==> src/inc/asfs_defines.svh <==
// Offsets, reset values and timing counts of the housekeeping block.
// Assumes a 32-bit AXI4-Lite register bus and one 50 MHz clock.
`ifndef ASFS_DEFINES_SVH
`define ASFS_DEFINES_SVH
`define ASFS_CLK_MHZ        50
`define ASFS_SLOT_NS        18000
`define ASFS_SLOT_CYC       ((`ASFS_SLOT_NS * `ASFS_CLK_MHZ + 999) / 1000)
`define ASFS_SLOTS          45
`define ASFS_GROUP          9
`define ASFS_OFF_STAT1      8'h00
`define ASFS_OFF_STAT2      8'h04
`define ASFS_OFF_STAT3      8'h08
`define ASFS_OFF_VIN1       8'h0c
`define ASFS_OFF_VIN2       8'h10
`define ASFS_OFF_VOUT1      8'h14
`define ASFS_OFF_VOUT2      8'h18
`define ASFS_OFF_ON1        8'h1c
`define ASFS_OFF_ON2        8'h20
`define ASFS_OFF_OFF1       8'h24
`define ASFS_OFF_OFF2       8'h28
`define ASFS_OFF_BIAS       8'h2c
`define ASFS_OFF_LHLO       8'h30
`define ASFS_OFF_LHHI       8'h34
`define ASFS_OFF_TEMPLO     8'h38
`define ASFS_OFF_TEMPHI     8'h3c
`define ASFS_OFF_CTRL       8'h40
`define ASFS_CTRL_SLEEP     16
`define ASFS_S3_PC          0
`define ASFS_S3_ABUV        1
`define ASFS_S3_TW          2
`define ASFS_S3_SERR        3
`define ASFS_S3_WDTO        4
`define ASFS_S2_BSTUV       2
`define ASFS_THERMAL_WARNING_LIMIT_RST      10'h3ff
`define ASFS_RESP_OKAY      2'h0
`define ASFS_RESP_SLVERR    2'h2
`endif

==> src/inc/asfs_pkg.sv <==
// Types shared by the housekeeping block.
// Assumes the defines header for all numeric values.
package asfs_pkg;
  typedef enum logic [2:0] {
    SRC_VIN1,
    SRC_VIN2,
    SRC_SENSE1,
    SRC_SENSE2,
    SRC_BIAS,
    SRC_LIMP,
    SRC_TEMP
  } asfs_src_type;

  typedef struct packed {
    logic         start;
    asfs_src_type sel;
  } asfs_conv_req_type;

  typedef struct packed {
    logic       valid;
    logic [9:0] data;
  } asfs_conv_res_type;
endpackage

==> src/logic/asfs_top.sv <==
// Converter scheduling, result registers and fault flags with an AXI4-Lite slave.
// Assumes synchronous pins, one clock, and aresetn driven by digital bias undervoltage.
`timescale 1ns/1ps
`include "asfs_defines.svh"
module asfs_top #(
  parameter int SLOT_CYC = `ASFS_SLOT_CYC
) (
  input  logic                        aclk,
  input  logic                        aresetn,
  input  logic                        ce,
  input  logic [7:0]                  s_axi_awaddr,
  input  logic                        s_axi_awvalid,
  output logic                        s_axi_awready,
  input  logic [31:0]                 s_axi_wdata,
  input  logic [3:0]                  s_axi_wstrb,
  input  logic                        s_axi_wvalid,
  output logic                        s_axi_wready,
  output logic [1:0]                  s_axi_bresp,
  output logic                        s_axi_bvalid,
  input  logic                        s_axi_bready,
  input  logic [7:0]                  s_axi_araddr,
  input  logic                        s_axi_arvalid,
  output logic                        s_axi_arready,
  output logic [31:0]                 s_axi_rdata,
  output logic [1:0]                  s_axi_rresp,
  output logic                        s_axi_rvalid,
  input  logic                        s_axi_rready,
  output asfs_pkg::asfs_conv_req_type conv_req_q,
  input  asfs_pkg::asfs_conv_res_type conv_res,
  input  logic [1:0]                  pwm,
  input  logic [1:0]                  ch_run_req,
  input  logic [1:0]                  udim_uv,
  input  logic [1:0]                  switch_overtemp,
  input  logic [1:0]                  bst_uv,
  input  logic [1:0]                  comp_ov,
  input  logic                        analog_bias_uv,
  input  logic                        spi_error,
  input  logic                        watchdog_expire,
  output logic [1:0]                  ch_hs_en_q,
  output logic [1:0]                  ch_ls_on_q,
  output logic                        comp_discharge_q,
  output logic                        limp_mode_q,
  output logic [9:0]                  lh_reference_q
);
  asfs_pkg::asfs_src_type cur_sel_q;
  logic [7:0]  vin_q [2];
  logic [7:0]  vout_q [2];
  logic [7:0]  on_q [2];
  logic [7:0]  off_q [2];
  logic [7:0]  bias_q;
  logic [9:0]  temp_raw_q;
  logic [9:0]  temp_hold_q;
  logic [9:0]  thermal_warning_limit_q;
  logic        sleep_q;
  logic [1:0]  pwm_q;
  logic        pc_q;
  logic        abuv_q;
  logic [1:0]  wdto_q;
  logic [1:0]  s1_q;
  logic [3:0]  s2_q;
  logic [1:0]  s3_q;
  logic [7:0]  awaddr_q;
  logic [31:0] wdata_q;
  logic [3:0]  wstrb_q;
  logic        aw_held_q;
  logic        w_held_q;
  logic [7:0]  rd_off_q;
  logic        rd_done;
  logic        wr_go;
  logic        abuv_cond;
  logic        tw_cond;

  // Unmapped offsets answer SLVERR and read zero
  function automatic logic mapped(input logic [7:0] a);
    mapped = (a[1:0] == 2'h0) && (a <= `ASFS_OFF_CTRL);
  endfunction

  function automatic logic [31:0] rd_mux(input logic [7:0] a);
    case (a)
      `ASFS_OFF_STAT1:  rd_mux = {30'h0, s1_q};
      `ASFS_OFF_STAT2:  rd_mux = {28'h0, s2_q};
      `ASFS_OFF_STAT3:  rd_mux = {26'h0, wdto_q, s3_q, abuv_q, pc_q};
      `ASFS_OFF_VIN1:   rd_mux = {24'h0, vin_q[0]};
      `ASFS_OFF_VIN2:   rd_mux = {24'h0, vin_q[1]};
      `ASFS_OFF_VOUT1:  rd_mux = {24'h0, vout_q[0]};
      `ASFS_OFF_VOUT2:  rd_mux = {24'h0, vout_q[1]};
      `ASFS_OFF_ON1:    rd_mux = {24'h0, on_q[0]};
      `ASFS_OFF_ON2:    rd_mux = {24'h0, on_q[1]};
      `ASFS_OFF_OFF1:   rd_mux = {24'h0, off_q[0]};
      `ASFS_OFF_OFF2:   rd_mux = {24'h0, off_q[1]};
      `ASFS_OFF_BIAS:   rd_mux = {24'h0, bias_q};
      `ASFS_OFF_LHLO:   rd_mux = {24'h0, lh_reference_q[7:0]};
      `ASFS_OFF_LHHI:   rd_mux = {30'h0, lh_reference_q[9:8]};
      `ASFS_OFF_TEMPLO: rd_mux = {24'h0, temp_raw_q[7:0]};
      `ASFS_OFF_TEMPHI: rd_mux = {30'h0, temp_hold_q[9:8]};
      `ASFS_OFF_CTRL:   rd_mux = {15'h0, sleep_q, 6'h0, thermal_warning_limit_q};
      default:          rd_mux = 32'h0000_0000;
    endcase
  endfunction

  asfs_sched #(
    .SLOT_CYC (SLOT_CYC),
    .SLOTS    (`ASFS_SLOTS)
  ) u_sched (
    .aclk    (aclk),
    .aresetn (aresetn),
    .ce      (ce),
    .req_q   (conv_req_q)
  );

  // Write side: address and data taken in either order, one write at a time
  assign wr_go   = aw_held_q && w_held_q && !s_axi_bvalid;
  assign rd_done = s_axi_rvalid && s_axi_rready;

  always_ff @(posedge aclk) begin
    if (!aresetn) begin
      s_axi_awready <= 1'b0;
      s_axi_wready  <= 1'b0;
      s_axi_bvalid  <= 1'b0;
      s_axi_bresp   <= `ASFS_RESP_OKAY;
      aw_held_q     <= 1'b0;
      w_held_q      <= 1'b0;
      awaddr_q      <= '0;
      wdata_q       <= '0;
      wstrb_q       <= '0;
    end else if (ce) begin
      s_axi_awready <= !aw_held_q && !s_axi_awready && !s_axi_bvalid;
      s_axi_wready  <= !w_held_q && !s_axi_wready && !s_axi_bvalid;
      if (s_axi_awvalid && s_axi_awready) begin
        aw_held_q     <= 1'b1;
        awaddr_q      <= s_axi_awaddr;
        s_axi_awready <= 1'b0;
      end
      if (s_axi_wvalid && s_axi_wready) begin
        w_held_q     <= 1'b1;
        wdata_q      <= s_axi_wdata;
        wstrb_q      <= s_axi_wstrb;
        s_axi_wready <= 1'b0;
      end
      if (wr_go) begin
        aw_held_q    <= 1'b0;
        w_held_q     <= 1'b0;
        s_axi_bvalid <= 1'b1;
        s_axi_bresp  <= mapped(awaddr_q) ? `ASFS_RESP_OKAY : `ASFS_RESP_SLVERR;
      end else if (s_axi_bvalid && s_axi_bready) begin
        s_axi_bvalid <= 1'b0;
      end
    end
  end

  // Control word steers the warning compare and sleep
  always_ff @(posedge aclk) begin
    if (!aresetn) begin
      thermal_warning_limit_q <= `ASFS_THERMAL_WARNING_LIMIT_RST;
      sleep_q <= 1'b0;
    end else if (ce && wr_go && awaddr_q == `ASFS_OFF_CTRL) begin
      if (wstrb_q[0]) thermal_warning_limit_q[7:0] <= wdata_q[7:0];
      if (wstrb_q[1]) thermal_warning_limit_q[9:8] <= wdata_q[9:8];
      if (wstrb_q[2]) sleep_q <= wdata_q[`ASFS_CTRL_SLEEP];
    end
  end

  // Read side: one read at a time, clear-on-read side effects bound to the response handshake, temperature hold to the address handshake
  always_ff @(posedge aclk) begin
    if (!aresetn) begin
      s_axi_arready <= 1'b0;
      s_axi_rvalid  <= 1'b0;
      s_axi_rdata   <= '0;
      s_axi_rresp   <= `ASFS_RESP_OKAY;
      rd_off_q      <= '0;
      temp_hold_q   <= '0;
    end else if (ce) begin
      s_axi_arready <= !s_axi_arready && !s_axi_rvalid;
      if (s_axi_arvalid && s_axi_arready) begin
        s_axi_arready <= 1'b0;
        s_axi_rvalid  <= 1'b1;
        s_axi_rdata   <= rd_mux(s_axi_araddr);
        s_axi_rresp   <= mapped(s_axi_araddr) ? `ASFS_RESP_OKAY : `ASFS_RESP_SLVERR;
        rd_off_q      <= s_axi_araddr;
        if (s_axi_araddr == `ASFS_OFF_TEMPLO) temp_hold_q <= temp_raw_q;
      end else if (rd_done) begin
        s_axi_rvalid <= 1'b0;
      end
    end
  end

  // Conversion results land by the source of the slot that issued them
  always_ff @(posedge aclk) begin
    if (!aresetn) begin
      cur_sel_q      <= asfs_pkg::SRC_VIN1;
      vin_q          <= '{default: 8'h00};
      vout_q         <= '{default: 8'h00};
      bias_q         <= '0;
      lh_reference_q <= '0;
      temp_raw_q     <= '0;
    end else if (ce) begin
      if (conv_req_q.start) cur_sel_q <= conv_req_q.sel;
      if (conv_res.valid) begin
        case (cur_sel_q)
          asfs_pkg::SRC_VIN1:   vin_q[0] <= conv_res.data[9:2];
          asfs_pkg::SRC_VIN2:   vin_q[1] <= conv_res.data[9:2];
          asfs_pkg::SRC_SENSE1: vout_q[0] <= conv_res.data[9:2];
          asfs_pkg::SRC_SENSE2: vout_q[1] <= conv_res.data[9:2];
          asfs_pkg::SRC_BIAS:   bias_q <= conv_res.data[9:2];
          asfs_pkg::SRC_LIMP:   lh_reference_q <= conv_res.data;
          asfs_pkg::SRC_TEMP:   temp_raw_q <= conv_res.data;
          default:              bias_q <= bias_q;
        endcase
      end
    end
  end

  // Snapshots taken at PWM edges since sampling is not tied to the PWM phase
  always_ff @(posedge aclk) begin
    if (!aresetn) begin
      pwm_q <= '0;
      on_q  <= '{default: 8'h00};
      off_q <= '{default: 8'h00};
    end else if (ce) begin
      pwm_q <= pwm;
      for (int i = 0; i < 2; i++) begin
        if (pwm_q[i] && !pwm[i]) on_q[i] <= vout_q[i];
        if (!pwm_q[i] && pwm[i]) off_q[i] <= vout_q[i];
      end
    end
  end

  assign abuv_cond = analog_bias_uv || sleep_q;
  assign tw_cond   = temp_raw_q[9:2] > thermal_warning_limit_q[9:2];

  // Reset stands for digital bias undervoltage, hence the power-cycle flag resets high
  always_ff @(posedge aclk) begin
    if (!aresetn) begin
      pc_q        <= 1'b1;
      abuv_q      <= 1'b0;
      wdto_q      <= '0;
      limp_mode_q <= 1'b0;
    end else if (ce) begin
      if (rd_done && rd_off_q == `ASFS_OFF_STAT3) pc_q <= 1'b0;
      abuv_q <= abuv_cond;
      if (watchdog_expire) begin
        limp_mode_q <= 1'b1;
        if (wdto_q != 2'h3) wdto_q <= wdto_q + 2'h1;
      end
    end
  end

  asfs_flags #(
    .W (2)
  ) u_stat1 (
    .aclk    (aclk),
    .aresetn (aresetn),
    .ce      (ce),
    .cond    (comp_ov),
    .rd_clr  (rd_done && rd_off_q == `ASFS_OFF_STAT1),
    .flags_q (s1_q)
  );

  asfs_flags #(
    .W (4)
  ) u_stat2 (
    .aclk    (aclk),
    .aresetn (aresetn),
    .ce      (ce),
    .cond    ({bst_uv, switch_overtemp}),
    .rd_clr  (rd_done && rd_off_q == `ASFS_OFF_STAT2),
    .flags_q (s2_q)
  );

  asfs_flags #(
    .W (2)
  ) u_stat3 (
    .aclk    (aclk),
    .aresetn (aresetn),
    .ce      (ce),
    .cond    ({spi_error, tw_cond}),
    .rd_clr  (rd_done && rd_off_q == `ASFS_OFF_STAT3),
    .flags_q (s3_q)
  );

  // Switch control; compensation overvoltage deliberately has no effect here
  always_ff @(posedge aclk) begin
    if (!aresetn) begin
      ch_hs_en_q       <= '0;
      ch_ls_on_q       <= '0;
      comp_discharge_q <= 1'b0;
    end else if (ce) begin
      comp_discharge_q <= abuv_cond;
      for (int i = 0; i < 2; i++) begin
        ch_hs_en_q[i] <= ch_run_req[i] && !udim_uv[i] && !switch_overtemp[i]
                         && !bst_uv[i] && !abuv_cond;
        ch_ls_on_q[i] <= bst_uv[i] && ch_run_req[i] && !switch_overtemp[i] && !abuv_cond;
      end
    end
  end
endmodule

==> src/logic/asfs_flags.sv <==
// Sticky fault flags that clear on a status read when their cause is gone.
// Assumes rd_clr pulses once at the end of the read response.
`timescale 1ns/1ps
module asfs_flags #(
  parameter int W = 2
) (
  input  logic         aclk,
  input  logic         aresetn,
  input  logic         ce,
  input  logic [W-1:0] cond,
  input  logic         rd_clr,
  output logic [W-1:0] flags_q
);
  if (W < 1) begin : g_bad_w
    $error("asfs_flags: W must be at least 1");
  end

  // A live cause keeps its bit, so a set in the clearing cycle is never lost
  always_ff @(posedge aclk) begin
    if (!aresetn) begin
      flags_q <= '0;
    end else if (ce) begin
      flags_q <= cond | (flags_q & {W{~rd_clr}});
    end
  end
endmodule

==> src/logic/asfs_sched.sv <==
// Round-robin slot scheduler of the shared converter.
// Assumes the converter finishes each conversion within one slot.
`timescale 1ns/1ps
`include "asfs_defines.svh"
module asfs_sched #(
  parameter int SLOT_CYC = `ASFS_SLOT_CYC,
  parameter int SLOTS    = `ASFS_SLOTS
) (
  input  logic                       aclk,
  input  logic                       aresetn,
  input  logic                       ce,
  output asfs_pkg::asfs_conv_req_type req_q
);
  logic [11:0] cnt_q;
  logic [5:0]  idx_q;
  logic [5:0]  idx_d;

  if (SLOT_CYC < 2 || SLOT_CYC > 4095 || SLOTS != 5 * `ASFS_GROUP) begin : g_bad_slot
    $error("asfs_sched: bad slot parameters");
  end

  // One other input in fixed order, then eight sense samples
  function automatic asfs_pkg::asfs_src_type src_of(input logic [5:0] idx);
    logic [5:0] pos;
    logic [5:0] grp;
    pos = idx % 6'(`ASFS_GROUP);
    grp = idx / 6'(`ASFS_GROUP);
    if (pos != 6'h00) begin
      src_of = pos[0] ? asfs_pkg::SRC_SENSE1 : asfs_pkg::SRC_SENSE2;
    end else begin
      case (grp)
        6'h00:   src_of = asfs_pkg::SRC_VIN1;
        6'h01:   src_of = asfs_pkg::SRC_BIAS;
        6'h02:   src_of = asfs_pkg::SRC_VIN2;
        6'h03:   src_of = asfs_pkg::SRC_LIMP;
        default: src_of = asfs_pkg::SRC_TEMP;
      endcase
    end
  endfunction

  assign idx_d = (idx_q == 6'(SLOTS - 1)) ? 6'h00 : idx_q + 6'h01;

  always_ff @(posedge aclk) begin
    if (!aresetn) begin
      cnt_q <= '0;
      idx_q <= 6'(SLOTS - 1);
      req_q <= '{start: 1'b0, sel: asfs_pkg::SRC_VIN1};
    end else if (ce) begin
      req_q.start <= 1'b0;
      if (cnt_q == 12'(SLOT_CYC - 1)) begin
        cnt_q     <= '0;
        idx_q     <= idx_d;
        req_q.start <= 1'b1;
        req_q.sel <= src_of(idx_d);
      end else begin
        cnt_q <= cnt_q + 12'h001;
      end
    end
  end
endmodule

==> config.mk <==
export PLATFORM = sky130hd
export DESIGN_NAME = asfs_top
export DESIGN_NICKNAME = d
export VERILOG_FILES = /design/src/inc/asfs_pkg.sv /design/src/logic/asfs_top.sv /design/src/logic/asfs_flags.sv /design/src/logic/asfs_sched.sv
export VERILOG_INCLUDE_DIRS = /design/src /design/src/inc
export SDC_FILE = /design/constraint.sdc
export NUM_CORES = 1
export LEC_CHECK = 0
export BUFFER_PORTS_ARGS = -buffer_cell sky130_fd_sc_hd__buf_2
export CAP_MARGIN = 10
export CORE_UTILIZATION = 55
export CTS_BUF_LIST = sky130_fd_sc_hd__clkbuf_8
export CTS_CLUSTER_SIZE = 16
export DETAILED_ROUTE_END_ITERATION = 6
export PLACE_DENSITY = 0.79
export SLEW_MARGIN = 40
export SYNTH_ARGS = -nofsm -noshare
export SYNTH_HDL_FRONTEND = slang
export SYNTH_SLANG_ARGS = --single-unit
==> constraint.sdc <==
create_clock -name aclk -period 4.4 [get_ports aclk]
set_input_delay 0.88 -clock aclk [delete_from_list [all_inputs] [get_ports aclk]]
set_output_delay 0.88 -clock aclk [all_outputs]
set_load 0.02 [all_outputs]
==> results of run 1 <==
-- final timing paths --
kind | from | endpoint | slack (ns) | depth (start not counted)
worst max-delay path | u_sched.idx_q[0]$_SDFFE_PN0P_ | u_sched.req_q[0]$_SDFFE_PN0P_ | 0.47 | 18
worst min-delay path | awaddr_q[2]$_SDFFE_PN0P_ | awaddr_q[2]$_SDFFE_PN0P_ | 0.47 | 2
worst max register to register | u_sched.idx_q[0]$_SDFFE_PN0P_ | u_sched.req_q[0]$_SDFFE_PN0P_ | 0.47 | 18
worst min register to register | awaddr_q[2]$_SDFFE_PN0P_ | awaddr_q[2]$_SDFFE_PN0P_ | 0.47 | 2
-- per-layer routing --
metal / global-route usage, % / share of wire [%]
met1: 36.5 / 44
met4: 10.1 / 2.6
met5: 0 / 0.033
met3: 5.22 / 7.6
met2: 45.3 / 46
-- flip-flops by register name, indices dropped and copies added (netlist names), 11 cells and up --
signal	cells
off_q	16
on_q	16
vin_q	16
vout_q	16
u_sched.cnt_q	12
s_axi_rdata	11
wdata_q	11
-- synth_stat cells, types with 12 or more instances --
cell type | instances | area [um^2]
o21ai_0 | 19 | 95.1
nand2_1 | 121 | 454
a21boi_0 | 46 | 345
a22oi_1 | 26 | 195
a21oi_1 | 20 | 100
a22o_1 | 13 | 114
a221oi_1 | 17 | 149
clkbuf_1 | 48 | 180
a31oi_1 | 12 | 75.1
nand2b_1 | 14 | 87.6
buf_4 | 23 | 173
inv_1 | 19 | 71.3
dfxtp_1 | 199 | 3980
mux2i_1 | 110 | 1100
ha_1 | 17 | 213
nor2_1 | 55 | 206
nor2b_1 | 122 | 763
nand3_1 | 30 | 150
-- power by group --
part | switching, uW | internal, uW
clock | 666 | 519
combinational | 126 | 82.6
sequential | 19.3 | 1820
-- critical path, delay by kind of cell, from the launching register on --
| family | cells | cell delay (ns) |
|---|---|---|
| fa+ha+maj | 3 | 0.70 |
| flops | 1 | 0.45 |
| compound gates | 8 | 1.70 |
| buf+inv | 2 | 0.17 |
| xor+xnor | 1 | 0.24 |
| simple gates | 4 | 0.56 |
-- through the flow --
step | cells | area (um^2) | hold WS, ns | setup WS (ns) | util [%]
after detailed placement | 1344 | 10200 | 0.462 | 0.332 | 60.9
after CTS | 1376 | 10600 | 0.475 | 0.296 | 63.4
after global placement | 1343 | 10200 | 0.454 | 0.358 | 60.9
after floorplan | 1076 | 9640 | 0.422 | 0.627 | -
final | 1376 | 10600 | 0.472 | 0.470 | 63.5
after global routing | 1376 | 10600 | 0.485 | 0.0290 | 63.5
-- kinds of logic (layout without fill, tap and decap cells) --
family / count (synthesis) / in the layout / synth area share (%)
AO/OA/AOI/OAI: 201 / 201 / 15.7
XOR/XNOR: 16 / 16 / 1.47
adder cells (fa/ha/maj): 17 / 17 / 2.23
buffers and inverters: 96 / 176 / 4.74
flip-flops: 199 / 199 / 41.7
multiplexers: 111 / 111 / 11.6
other: 1 / 23 / 0.0393
AND/OR/NAND/NOR: 413 / 413 / 22.5
-- area by class of cell --
type / instances / area (um^2)
Sequential cell: 199 / 3990
Fill cell: 1483 / 6120
Inverter: 19 / 71.3
Timing Repair Buffer: 125 / 689
Tap cell: 220 / 275
Multi-Input combinational cell: 781 / 5210
Clock inverter: 15 / 173
Clock buffer: 17 / 234
-- repair_timing --
action | 4_1_cts | 5_1_grt
resized for setup | 0 | 4
endpoints found under the hold margin | 0 | 0
setup endpoints to repair | 0 | 2
==> out/results.tsv, run 1 <==
metric	value	unit
rsz0062_at_grt	false	
cts_tree	yes	
final_cell_mix	196 x dfxtp_1, 122 x nor2b_1, 121 x nand2_1, 110 x mux2i_1, 101 x buf_2	
rows	47	
syn_to_final_growth	11.4	%
die_x	134	um
worstMarginPinSlew	0.925	ns
ys.flop_type	dfxtp_1	
clk_path_buf_depth	2	
path_cells	inv_1 -> ha_1 -> nor2b_1 -> a311oi_1 -> nor2_1 -> a21oi_1 -> ha_1 -> inv_1 -> a311oi_2 -> o21ai_1 -> xnor2_1 -> ha_1 -> nor2b_1 -> o21ai_0 -> a211oi_1 -> nor3_1 -> o2111ai_1 -> o211ai_1	
cap_violations	0	
drc	0	
max_clock_freq	254	MHz
hp-class	reg2reg	
drt_wl_total	24.3	mm
syn_inst	1054	
finalCritPeriodShare	89.3	%
ys_seq_elements	199	
synth_cell_type_count	64	
postCtsHoldBufs	0	
crit_type	reg2reg	
clk_latency	0.48	ns
start_util	57.0	%
synth_edf_count	0	
cp_common_cell	ha_1	
synth.avg_cell_area	9.06	um^2
drv_slew	0	
root_buffer	clkbuf_8	
drive_gt1_share	14.7	%
portBuffers	101	
avgRoutedWirePerCell	17.6	um
synth_area	9550	um^2
grt_overflow	0	
grt_antenna_before_repair	1	
grt_first_pass_wirelength	38.6	mm
n_antenna_cell	0	
finalHoldViolations	0	
nets	1246	
cp_data_arrival_time	4.29	ns
post-dp-hpwl	17.2	mm
drt_first_pass_iters	7	
endpoint_kind	flip-flop	
fin_skew	0.0154	ns
cts_buffers	17	
fin_tns_setup	0	ns
die_y	134	um
path_clk_slew	0.10	ns
gp_congestion	0.882	
startpoint_type	flip-flop	
drtIter0Drc	674	
coreArea	16800	um^2
htree_levels	4	
cts_setup_buffers	0	
finalSetupViolCount	0	
power_density	304	nW/um^2
cp_max_fo	12	
finalPower	3240	uW
slowest_delay	0.45	ns
irDropWorstVdd	165	uV
fp.dieArea	17900	um^2
cp.required	4.76	ns
io_pins	147	
vias	7950	
cts.sinks	199	
postSynth.asyncResetShare	0	%
drtAntennaViolNets	0	
maxSlewHeadroom	38.1	%
status	complete, no violations	
grt_usage	27.7	%
grt_max_degree	97	
first_global_vias	7436	
vias_per_cell	5.78	
yosysSeqAreaShare	41.7	%
slowest_stage	dfxtp_2	
leakage	0.00439	uW
final_common_cell	dfxtp_1	
fin_crit	3.93	ns
yosys_warnings	0	
Power figures use the tool's default switching activity.
==> run 2: changes to the inputs <==
- CORE_UTILIZATION: 55 -> 53
- GPL_ROUTABILITY_DRIVEN: not set -> 0
- MAX_ROUTING_LAYER: not set -> met4
- clock period: 4.4 -> 3.3 ns (I/O delays scaled with it)
==> run 2 against run 1 <==
- the run now ends with setup timing left
- cell count grew 3.9%
- combinational power grew 36%
- die area grew 3.7%
- register-to-register slack lost 0.57 ns
- sequential cell count is the same
- critical path type unchanged
- critical endpoint is now u_sched.req_q[1]$_SDFFE_PN0P_
- largest power group unchanged
==> out/results.tsv, run 2 (same netlist as run 1, synthesis figures left out) <==
metric	value	unit
vias	8229	
cp_max_fo	5	
rsz0062_at_grt	true	
grt_antenna_before_repair	0	
grt_first_pass_wirelength	39.4	mm
grt_most_used_layer	met2	
met3_usage	6.90	%
cts_tree	yes	
fp.dieArea	18600	um^2
clk_path_buf_depth	2	
leakage	0.00467	uW
fin_tns_setup	-0.0994	ns
rrSetupSlack	-0.1	ns
die_x	136	um
worst_r2r_endpoint	u_sched.req_q[1]$_SDFFE_PN0P_	
drt_first_pass_iters	5	
layout.cells.non_filler	1429	
worstHoldStart	s_axi_awaddr[2]	
vias_per_cell	5.76	
io_pins	147	
post-dp-hpwl	17.6	mm
path_clk_slew	0.10	ns
fin_crit	3.40	ns
drc	0	
rr_startpoint	u_sched.idx_q[0]$_SDFFE_PN0P_	
die_y	136	um
violations	setup timing	
drt_wl_total	24.9	mm
first_global_vias	7651	
htree_levels	4	
maxSlewHeadroom	48.8	%
portBuffers	101	
grtUsageMet2	44.0	%
finalHoldViolations	0	
grt_usage	28.3	%
clk_latency	0.47	ns
cp.required	3.66	ns
startpoint_type	flip-flop	
cp_data_arrival_time	3.76	ns
start_util	54.7	%
hold_path_depth	3	
coreArea	17500	um^2
finalCritPeriodShare	103	%
final_common_cell	dfxtp_1	
grt_max_degree	123	
fin_skew	0.0157	ns
n_antenna_cell	0	
cts_buffers	17	
avgRoutedWirePerCell	17.4	um
place_ws	-0.151	ns
power_density	388	nW/um^2
syn_to_final_growth	16.4	%
rows	48	
fin_area	11100	um^2
whs_endpoint	awaddr_q[2]$_SDFFE_PN0P_	
drtIter0Drc	766	
grt_overflow	0	
status	finished with violations	
cts.sinks	199	
met1_usage	36.5	%
drv_slew	0	
max_clock_freq	294	MHz
endpoint_kind	flip-flop	
drive_gt1_share	19.4	%
irDropWorstVdd	337	uV
root_buffer	clkbuf_8	
finalSetupViolCount	1	
hp-class	in2reg	
cap_violations	0	
reg2regPathDepth	14	
hold_ws	0.441	ns
place_area	10600	um^2
drtAntennaViolNets	0	
fin_ws	-0.0994	ns
nets	1295	
crit_type	reg2reg	
final_cell_mix	197 x dfxtp_1, 121 x nand2_1, 120 x nor2b_1, 110 x mux2i_1, 100 x buf_2	
worstMarginPinSlew	0.766	ns
placed_cells	1391	
-- run 2: cell count changes in the layout (fill, tap and decap cells not counted), moves of 3 or more --
cell | before | now
inv_1 | 19 | 16
ha_1 | 17 | 13
buf_4 | 23 | 72
inv_2 | 0 | 3
-- run 2: per-layer routing --
metal	routed length (um)	up-vias
met5	0	-
met4	364	0
met1	11300	3882
met2	11300	345
li1	-	3970
met3	1940	32
-- run 2: cell type report --
class	instances	area, um^2
clock inverters	13	146
repair buffers	174	1070
well taps	225	282
fillers	1490	6360
clock buffers	18	248
multi-input cells	781	5310
inverters	19	73.8
flip-flops and latches	199	3990
-- run 2: worst max path at each step --
stage | from | to | slack, ns | cells past startpoint
2_1_floorplan | u_sched.idx_q[0]$_SDFFE_PN0P_ | u_sched.req_q[1]$_SDFFE_PN0P_ | -0.03 | 18
3_3_place_gp | u_sched.idx_q[0]$_SDFFE_PN0P_ | u_sched.req_q[1]$_SDFFE_PN0P_ | -0.10 | 16
3_5_place_dp | u_sched.idx_q[1]$_SDFFE_PN0P_ | u_sched.req_q[1]$_SDFFE_PN0P_ | -0.15 | 16
4_1_cts | u_sched.idx_q[0]$_SDFFE_PN0P_ | u_sched.req_q[1]$_SDFFE_PN0P_ | 0.008 | 18
5_1_grt | u_sched.idx_q[0]$_SDFFE_PN0P_ | u_sched.req_q[1]$_SDFFE_PN0P_ | -0.24 | 18
6_report | u_sched.idx_q[0]$_SDFFE_PN0P_ | u_sched.req_q[1]$_SDFFE_PN0P_ | -0.1 | 14
-- run 2: timing repair --
item	in CTS	in global routing
hold endpoints to repair	0	0
hold buffers	0	0
endpoints found under the setup margin	3	3
pin swaps	13	7
gates resized for setup	4	7
buffers inserted	5	2
gates cloned	0	0
-- run 2: per-stage QoR --
step           util, %  total power [uW]
6_report          63.6              4310
5_1_grt           63.6              4480
4_1_cts           63.4              4340
3_5_place_dp      60.8              2800
3_3_place_gp      60.8              2790
2_1_floorplan        -              2710
-- run 2: power by group --
part / internal [uW] / switching (uW) / total (uW)
logic: 113 / 171 / 284
registers: 2430 / 25.2 / 2460
clock network: 700 / 871 / 1570
-- run 2: worst max-delay path, stage by stage (launching register included) --
cell and delay (ns):
dfxtp_2 0.37, buf_6 0.11, inv_4 0.03, ha_4 0.14, buf_4 0.12, buf_4 0.13, a21oi_1 0.18, mux2i_1 0.14
a21o_1 0.24, a2111oi_0 0.55, buf_4 0.21, o221ai_1 0.16, a2111o_1 0.40, and2_4 0.19, o311a_1 0.34
